**src/hdl/modstat_pkg.sv**
```systemverilog
package modstat_pkg;
    // register placement inside the module register space
    localparam int ADDR_W = 9;
    localparam logic [8:0] MODULE_STATUS_OFS = 9'h004;
    localparam logic [31:0] MODULE_STATUS_RST = 32'h0000_0000;
    // field positions of the status word
    localparam int UNIT_COUNT = 4;
    localparam int LOSS_LSB = 16;
    localparam int LOSS_BYTE = 2;
    localparam int IMP_DONE_BIT = 12;
    localparam int REAR_BIT = 8;
    localparam int CAL_DONE_LSB = 4;
    localparam int MSI_BIT = 3;
    localparam int LEGACY_BIT = 2;
    localparam int ERR_BIT = 0;
    // timing of the impedance controller reset pulse
    localparam int CLK_PERIOD_NS = 40;
    localparam int IMP_RST_NS = 200;
    localparam int IMP_RST_CYCLES = (IMP_RST_NS + CLK_PERIOD_NS - 1) / CLK_PERIOD_NS;
    localparam int IMP_CNT_W = 3;
    localparam logic [2:0] IMP_RST_LAST = 3'(IMP_RST_CYCLES - 1);
    // single message vector used for every interrupt
    localparam int MSI_VEC_W = 5;
    localparam logic [4:0] MSI_VECTOR = 5'h00;

    typedef struct packed {
        logic msi_enable;
        logic intx_disable;
    } irq_cfg_t;

    typedef struct packed {
        logic msi;
        logic legacy;
        logic error;
    } irq_mode_t;

    typedef enum logic [1:0] {
        IMP_RESET = 2'b00,
        IMP_WAIT = 2'b01,
        IMP_DONE = 2'b11
    } imp_state_t;
endpackage

```
**src/hdl/calib_loss_flag.sv**
```systemverilog
`timescale 1ns/100ps
module calib_loss_flag #(
    parameter int UNITS = 4
) (
    // clock and reset
    input wire logic core_clk,
    input wire logic sys_rst,
    // events and software clear
    input wire logic [UNITS-1:0] loss_set,
    input wire logic [UNITS-1:0] loss_clr,
    // sticky state
    output logic [UNITS-1:0] calib_loss_flags
);
    logic [UNITS-1:0] flags_reg;
    logic [UNITS-1:0] flags_next;

    always_comb begin
        // set wins so an event in the clearing cycle survives
        flags_next = (flags_reg & ~loss_clr) | loss_set;
    end

    always_ff @(posedge core_clk or posedge sys_rst) begin
        if (sys_rst) begin
            flags_reg <= '0;
        end else begin
            flags_reg <= flags_next;
        end
    end

    assign calib_loss_flags = flags_reg;
endmodule

```
**src/hdl/irq_mode_decode.sv**
```systemverilog
`timescale 1ns/100ps
module irq_mode_decode (
    // clock and reset
    input wire logic core_clk,
    input wire logic sys_rst,
    // host interrupt setup
    input wire modstat_pkg::irq_cfg_t irq_cfg,
    // decoded mode
    output modstat_pkg::irq_mode_t irq_mode
);
    modstat_pkg::irq_mode_t mode_reg;
    modstat_pkg::irq_mode_t mode_next;

    always_comb begin
        mode_next.msi = irq_cfg.msi_enable;
        mode_next.legacy = !irq_cfg.msi_enable && !irq_cfg.intx_disable;
        // neither mechanism usable: nothing may be signalled
        mode_next.error = !irq_cfg.msi_enable && irq_cfg.intx_disable;
    end

    always_ff @(posedge core_clk or posedge sys_rst) begin
        if (sys_rst) begin
            mode_reg <= '0;
        end else begin
            mode_reg <= mode_next;
        end
    end

    assign irq_mode = mode_reg;
endmodule

```
**src/hdl/module_status_register.sv**
```systemverilog
// What this block does
// - Bits 19 to 16 hold one loss-of-calibration flag per unit A to D, set on detected loss.
// - Each loss flag resets to zero, stays set until software writes one, and ignores zero.
// - Bit 12 reads zero during impedance calibration and one once it has finished.
// - The impedance controller is reset first and I/O counts as usable only after done.
// - Bit 8 shows one when the management controller reports a rear card with zone 3 on.
// - Bits 7 to 4 show per unit whether the input deserializer has finished calibrating.
// - Bit 3 reads one when the host set up message-signalled interrupts, else zero.
// - With message-signalled interrupts every interrupt goes out on one single vector.
// - Bit 2 reads one when legacy INTA signalling is in use, else zero.
// - Bit 0 reads one for an unsupported interrupt setup and zero for INTA or MSI.
// - While the setup error shows, no interrupt is generated at all.
`timescale 1ns/100ps
module module_status_register #(
    parameter int UNITS = modstat_pkg::UNIT_COUNT,
    parameter int ADDR_W = modstat_pkg::ADDR_W
) (
    // clock and reset
    input wire logic core_clk,
    input wire logic sys_rst,
    // register access from the base address space
    input wire logic [ADDR_W-1:0] reg_addr,
    input wire logic reg_wr,
    input wire logic reg_rd,
    input wire logic [3:0] reg_be,
    input wire logic [31:0] reg_wdata,
    output logic reg_hit,
    output logic reg_rvalid,
    output logic [31:0] reg_rdata,
    // input deserializer units
    input wire logic [UNITS-1:0] desr_cal_done,
    input wire logic [UNITS-1:0] desr_loss_event,
    // io impedance controller
    input wire logic imp_ctrl_locked,
    output logic imp_ctrl_rst,
    output logic io_impedance_cal_done,
    // management controller report
    input wire logic mgmt_rear_present,
    // host interrupt setup and request
    input wire modstat_pkg::irq_cfg_t irq_cfg,
    input wire logic irq_pending,
    output logic msi_req,
    output logic [modstat_pkg::MSI_VEC_W-1:0] msi_vector,
    output logic legacy_irq_assert,
    output logic [UNITS-1:0] calib_loss_flags
);
    // the status word layout is fixed at four units
    if (UNITS != 4) begin : g_bad_units
        $error("module_status_register: UNITS must be 4");
    end
    if (ADDR_W < 3) begin : g_bad_addr
        $error("module_status_register: ADDR_W too small");
    end
    // sizes that the package fixes and the logic relies on
    if (modstat_pkg::IMP_RST_CYCLES < 1) begin : g_bad_imp_len
        $error("module_status_register: impedance reset needs a cycle");
    end
    if (modstat_pkg::IMP_RST_CYCLES > (1 << modstat_pkg::IMP_CNT_W)) begin : g_bad_imp_cnt
        $error("module_status_register: impedance counter too narrow");
    end
    if (modstat_pkg::LOSS_LSB / 8 != modstat_pkg::LOSS_BYTE) begin : g_bad_lane
        $error("module_status_register: loss field outside its byte lane");
    end
    if ((modstat_pkg::LOSS_LSB % 8) + UNITS > 8) begin : g_bad_span
        $error("module_status_register: loss field spans two byte lanes");
    end
    if ($bits(modstat_pkg::MSI_VECTOR) != modstat_pkg::MSI_VEC_W) begin : g_bad_vec
        $error("module_status_register: vector width mismatch");
    end

    function automatic logic hits_status(input logic [ADDR_W-1:0] addr);
        logic [ADDR_W-1:0] ofs;
        ofs = ADDR_W'(modstat_pkg::MODULE_STATUS_OFS);
        hits_status = (addr == ofs);
    endfunction

    // impedance calibration sequencer
    modstat_pkg::imp_state_t imp_state_reg;
    modstat_pkg::imp_state_t imp_state_next;
    logic [modstat_pkg::IMP_CNT_W-1:0] imp_cnt_reg;
    logic [modstat_pkg::IMP_CNT_W-1:0] imp_cnt_next;
    logic imp_rst_reg;
    logic imp_rst_next;
    logic imp_done_reg;
    logic imp_done_next;

    always_comb begin
        imp_state_next = imp_state_reg;
        imp_cnt_next = imp_cnt_reg;
        imp_rst_next = 1'b0;
        imp_done_next = 1'b0;
        case (imp_state_reg)
            modstat_pkg::IMP_RESET: begin
                // hold the controller in reset long enough to restart it
                imp_rst_next = 1'b1;
                if (imp_cnt_reg == modstat_pkg::IMP_RST_LAST) begin
                    imp_cnt_next = '0;
                    imp_rst_next = 1'b0;
                    imp_state_next = modstat_pkg::IMP_WAIT;
                end else begin
                    imp_cnt_next = imp_cnt_reg + 1'b1;
                end
            end
            modstat_pkg::IMP_WAIT: begin
                if (imp_ctrl_locked) begin
                    imp_done_next = 1'b1;
                    imp_state_next = modstat_pkg::IMP_DONE;
                end
            end
            modstat_pkg::IMP_DONE: begin
                // a lost lock means the pads are untrusted again: recalibrate
                if (!imp_ctrl_locked) begin
                    imp_rst_next = 1'b1;
                    imp_state_next = modstat_pkg::IMP_RESET;
                end else begin
                    imp_done_next = 1'b1;
                end
            end
            default: begin
                imp_cnt_next = '0;
                imp_state_next = modstat_pkg::IMP_RESET;
            end
        endcase
    end

    always_ff @(posedge core_clk or posedge sys_rst) begin
        if (sys_rst) begin
            imp_state_reg <= modstat_pkg::IMP_RESET;
            imp_cnt_reg <= '0;
            imp_rst_reg <= 1'b1;
            imp_done_reg <= 1'b0;
        end else begin
            imp_state_reg <= imp_state_next;
            imp_cnt_reg <= imp_cnt_next;
            imp_rst_reg <= imp_rst_next;
            imp_done_reg <= imp_done_next;
        end
    end

    assign imp_ctrl_rst = imp_rst_reg;
    assign io_impedance_cal_done = imp_done_reg;

    // deserializer calibration state and loss detection
    logic [UNITS-1:0] cal_done_reg;
    logic [UNITS-1:0] cal_done_next;
    logic [UNITS-1:0] loss_set;

    always_comb begin
        cal_done_next = desr_cal_done;
        // a unit that was calibrated and drops out has lost calibration
        loss_set = desr_loss_event | (cal_done_reg & ~desr_cal_done);
    end

    always_ff @(posedge core_clk or posedge sys_rst) begin
        if (sys_rst) begin
            cal_done_reg <= '0;
        end else begin
            cal_done_reg <= cal_done_next;
        end
    end

    // rear card report, registered so it lines up with the other status bits
    logic rear_zone_present_reg;
    logic rear_zone_next;
    logic rear_zone_present;

    always_comb begin
        rear_zone_next = mgmt_rear_present;
    end

    always_ff @(posedge core_clk or posedge sys_rst) begin
        if (sys_rst) begin
            rear_zone_present_reg <= 1'b0;
        end else begin
            rear_zone_present_reg <= rear_zone_next;
        end
    end

    assign rear_zone_present = rear_zone_present_reg;

    // write-one-to-clear path for the loss flags
    logic [UNITS-1:0] loss_clr;

    always_comb begin
        loss_clr = '0;
        // only byte lane two carries the flags; other bits are dropped
        if (reg_wr && hits_status(reg_addr) && reg_be[modstat_pkg::LOSS_BYTE]) begin
            loss_clr = reg_wdata[modstat_pkg::LOSS_LSB +: UNITS];
        end
    end

    calib_loss_flag #(
        .UNITS(UNITS)
    ) u_loss (
        .core_clk(core_clk),
        .sys_rst(sys_rst),
        .loss_set(loss_set),
        .loss_clr(loss_clr),
        .calib_loss_flags(calib_loss_flags)
    );

    // interrupt mechanism decode
    modstat_pkg::irq_mode_t irq_mode;

    irq_mode_decode u_mode (
        .core_clk(core_clk),
        .sys_rst(sys_rst),
        .irq_cfg(irq_cfg),
        .irq_mode(irq_mode)
    );

    // interrupt delivery
    logic irq_live;
    logic irq_live_reg;
    logic msi_req_reg;
    logic msi_req_next;
    logic legacy_reg;
    logic legacy_next;
    logic [modstat_pkg::MSI_VEC_W-1:0] msi_vec_reg;
    logic [modstat_pkg::MSI_VEC_W-1:0] msi_vec_next;
    logic msi_mode_reg;

    always_comb begin
        // a bad setup silences everything, pending or not
        irq_live = irq_pending && !irq_mode.error;
        // one message per new request; level requests do not repeat it
        // a request already live when messages get enabled still gets its message
        msi_req_next = irq_live && irq_mode.msi && (!irq_live_reg || !msi_mode_reg);
        legacy_next = irq_live && irq_mode.legacy;
        msi_vec_next = modstat_pkg::MSI_VECTOR;
    end

    always_ff @(posedge core_clk or posedge sys_rst) begin
        if (sys_rst) begin
            irq_live_reg <= 1'b0;
            msi_mode_reg <= 1'b0;
            msi_req_reg <= 1'b0;
            legacy_reg <= 1'b0;
            msi_vec_reg <= '0;
        end else begin
            irq_live_reg <= irq_live;
            msi_mode_reg <= irq_mode.msi;
            msi_req_reg <= msi_req_next;
            legacy_reg <= legacy_next;
            msi_vec_reg <= msi_vec_next;
        end
    end

    assign msi_req = msi_req_reg;
    assign msi_vector = msi_vec_reg;
    assign legacy_irq_assert = legacy_reg;

    // status word assembly and read port
    function automatic logic [31:0] status_word(
        input logic [UNITS-1:0] loss,
        input logic imp_done,
        input logic rear,
        input logic [UNITS-1:0] cal,
        input modstat_pkg::irq_mode_t mode
    );
        logic [31:0] w;
        w = modstat_pkg::MODULE_STATUS_RST;
        w[modstat_pkg::LOSS_LSB +: UNITS] = loss;
        w[modstat_pkg::IMP_DONE_BIT] = imp_done;
        w[modstat_pkg::REAR_BIT] = rear;
        w[modstat_pkg::CAL_DONE_LSB +: UNITS] = cal;
        w[modstat_pkg::MSI_BIT] = mode.msi;
        w[modstat_pkg::LEGACY_BIT] = mode.legacy;
        w[modstat_pkg::ERR_BIT] = mode.error;
        status_word = w;
    endfunction

    logic [31:0] rdata_reg;
    logic [31:0] rdata_next;
    logic rvalid_reg;
    logic rvalid_next;

    always_comb begin
        rvalid_next = reg_rd && hits_status(reg_addr);
        // zero between answers so a stale word never looks like a fresh one
        rdata_next = '0;
        if (rvalid_next) begin
            rdata_next = status_word(calib_loss_flags, imp_done_reg, rear_zone_present,
                                     cal_done_reg, irq_mode);
        end
    end

    always_ff @(posedge core_clk or posedge sys_rst) begin
        if (sys_rst) begin
            rdata_reg <= '0;
            rvalid_reg <= 1'b0;
        end else begin
            rdata_reg <= rdata_next;
            rvalid_reg <= rvalid_next;
        end
    end

    // combinational so the bus side can decode before the edge
    assign reg_hit = hits_status(reg_addr);
    assign reg_rvalid = rvalid_reg;
    assign reg_rdata = rdata_reg;
endmodule

```
**config.mk**
```make
export PLATFORM = sky130hd
export DESIGN_NAME = module_status_register
export DESIGN_NICKNAME = d
export VERILOG_FILES = /design/src/hdl/modstat_pkg.sv /design/src/hdl/calib_loss_flag.sv /design/src/hdl/irq_mode_decode.sv /design/src/hdl/module_status_register.sv
export SDC_FILE = /design/constraint.sdc
export NUM_CORES = 1
export LEC_CHECK = 0
export BUFFER_PORTS_ARGS = -buffer_cell sky130_fd_sc_hd__buf_2
export CORE_MARGIN = 2
export CORE_UTILIZATION = 44
export DETAILED_ROUTE_END_ITERATION = 10
export PLACE_DENSITY = 0.89
export SYNTH_ARGS = -nofsm -noshare
export SYNTH_HDL_FRONTEND = slang
export SYNTH_HIERARCHICAL = 1
export SYNTH_SLANG_ARGS = --single-unit
```
**constraint.sdc**
```tcl
create_clock -name core_clk -period 2.46 [get_ports core_clk]
set_input_delay 0.246 -clock core_clk [delete_from_list [all_inputs] [get_ports core_clk]]
set_output_delay 0.246 -clock core_clk [all_outputs]
set_load 0.01 [all_outputs]
```
==> flow_summary.json <==
{
  "run_status": "finished clean",
  "antenna_cells": 0,
  "cts-htree-levels": 2,
  "post_cts.repair.setup_buffers": 0,
  "drt_iter0_markers": 69,
  "p_clk_share_pct": 28.1,
  "synth_seq_cells": 37,
  "top_layer_used": "met4",
  "clk_latency_ns": 0.28,
  "netlist_instances": 139,
  "min_period_over_period_pct": 69.93,
  "cts_tree": "built",
  "ir_worst_vdd_v": 0.0002481,
  "dp_worst_setup_slack_ns": 0.6362,
  "switching_share_pct": 28.43,
  "hold_depth": 1,
  "drcViolationCount": 0,
  "hp-class": "primary input to flop",
  "chipWidth_um": 65.11,
  "grt_overflow": 0,
  "r2r_cells": 5,
  "dr_total_vias": 1089,
  "min_from": "mgmt_rear_present",
  "grt_pass1_wl_mm": 4.319,
  "critical_path_class": "primary input to primary output",
  "ys_warn_count": 6,
  "p_int_mw": 1.033,
  "wl_met3_um": 288,
  "finalCriticalPeriod_ns": 1.720,
  "core_area_um2": 3633,
  "cts_hold_buf": 1,
  "dpl.hpwl_mm": 2.144,
  "cp.arrival_ns": 1.47,
  "ys_seq_area_share_pct": 56.44,
  "drt_pre_antenna_iters": 4,
  "p_switching_mw": 0.4104,
  "tns_ns": 0,
  "fin_area_um2": 1971,
  "grt_setup_unrepaired": "false",
  "cp.required_ns": 2.21,
  "fillers": 332,
  "antenna_found_initial": 0,
  "nets": 267,
  "dp.cells": 239,
  "final_common_cell": "buf_2",
  "seqCellArea_um2": 927.1,
  "fin_cells": 247,
  "fin_ws_ns": 0.7396,
  "holdPathEnd": "rear_zone_present$_DFF_PP0_",
  "clock-sinks": 37,
  "yosysUniqueCellTypes": 32,
  "finalPower_mw": 1.444,
  "drtAntennaViolNets": 0,
  "setup_viol": 0,
  "regToRegSetupSlack_ns": 0.97,
  "grt_max_degree": 31,
  "io_buffers": 53,
  "drive_gt1_share_pct": 39.20,
  "cap_violations": 0,
  "crit_fanout": 8,
  "area_delta_synth_final_pct": 19.95,
  "clk_path_buf_depth": 2,
  "grt_pass1_vias": 1046,
  "fin_util_pct": 54.24,
  "row_count": 22,
  "cts.reportedPaths.clkPinSlew_ns": 0.06,
  "p_per_area_nw_per_um2": 732.6,
  "fmax_mhz": 581.3,
  "hold_slack_ns": 0.07817,
  "die_area_um2": 4239,
  "cts_resized": 0,
  "power_frac_comb_pct": 22.9,
  "multi_input_area_um2": 550.5,
  "initial_core_util_pct": 45.21,
  "die_h_um": 65.11,
  "dpl_cell_area_um2": 1874,
  "wl_per_cell_um": 11.02,
  "seqPwrFrac_pct": 49.0,
  "cellLeakagePower_nw": 1.129,
  "syn-mean-instance-area_um2": 11.82,
  "wirelength_met1_mm": 1.098,
  "totalWireLength_mm": 2.721,
  "root_buffer": "clkbuf_8",
  "cp-start-kind": "primary input",
  "slew_violations": 0,
  "num_io_pins": 109,
  "r2r_end": "imp_state_reg[1]$_DFFE_PP0P_",
  "finClkSkew_ns": 0.004283,
  "gp_congestion": 0.6919,
  "layout_common_cells": "buf_2, dfrtp_1, conb_1",
  "cts-buffers-inserted": 5,
  "largest_reg_flops": 13,
  "vias_per_cell": 4.409,
  "r2r-start": "imp_state_reg[0]$_DFFE_PP0P_",
  "hold_violations": 0,
  "grt.total_usage_pct": 13.81,
  "synth_area_um2": 1643,
  "wl_met2_mm": 1.279,
  "end_kind": "primary output"
}
-- power by group through the flow --
stage	Combinational (mW)	Sequential, mW	Clock [mW]
after floorplan	0.252	0.718	0
after global placement	0.305	0.715	0
after detailed placement	0.325	0.720	0
after CTS	0.329	0.708	0.421
after global routing	0.374	0.715	0.445
final	0.330	0.708	0.406
-- cell usage after synthesis (all sizes together) --
library cell / number / area, µm²
nor2b: 3 / 21.27
a21oi: 2 / 10.01
buf: 25 / 191.4
nor4: 2 / 27.53
ha: 6 / 75.07
mux2: 1 / 11.26
a21bo: 1 / 10.01
or4: 1 / 11.26
dfstp: 1 / 26.28
o21ai: 3 / 15.01
clkbuf: 1 / 3.750
nand2b: 1 / 6.260
nand2: 2 / 7.510
a211oi: 1 / 7.510
inv: 15 / 56.30
nand3: 1 / 5.000
and2: 3 / 20.03
o21bai: 1 / 7.510
nor2: 2 / 7.510
mux2i: 2 / 20.02
dfrtp: 36 / 900.9
nor3: 1 / 5.000
or3b: 1 / 8.760
a21o: 8 / 60.06
conb: 1 / 3.750
and3: 18 / 123.9
-- routing by layer --
| metal | vias up | global-route usage (%) |
|---|---|---|
| met3 | 7 | 5.993 |
| met2 | 53 | 23.32 |
| li1 | 520 | - |
| met4 | 0 | 7.031 |
| met1 | 509 | 14.69 |
| met5 | - | 0 |
-- worst max-delay path by stage --
stage | startpoint | to | slack, ns | cells past startpoint
detailed placement | reg_addr[4] | u_loss/calib_loss_flags[2]$_DFF_PP0_ | 0.64 | 6
floorplan | reg_addr[4] | u_loss/calib_loss_flags[0]$_DFF_PP0_ | 0.71 | 6
finish | reg_addr[4] | reg_hit | 0.74 | 4
global placement | reg_addr[4] | u_loss/calib_loss_flags[2]$_DFF_PP0_ | 0.63 | 6
CTS | reg_addr[4] | reg_hit | 0.73 | 4
global route | reg_addr[4] | reg_hit | 0.67 | 4
-- cells by family (layout without fill, tap and decap cells) --
family | after synthesis | after routing | share of synthesized area, %
other cells | 1 | 24 | 0.2283
flops | 37 | 37 | 56.44
compound gates | 16 | 16 | 6.702
simple gates | 35 | 35 | 14.85
buf+inv | 41 | 78 | 15.31
fa+ha+maj | 6 | 6 | 4.570
mux | 3 | 3 | 1.904
-- cell type report --
class	instances	area share, %
clock buffer	7	4.381
inverter	15	2.857
multi-input combinational	84	27.94
sequential	37	47.05
tap	48	3.048
timing repair buffer	56	14.73
-- critical path, cell delays in order --
cell	delay, ns
buf_2	0.10
or4_4	0.53
nor4_4	0.39
buf_2	0.21
(Power assumes the default switching activity.)
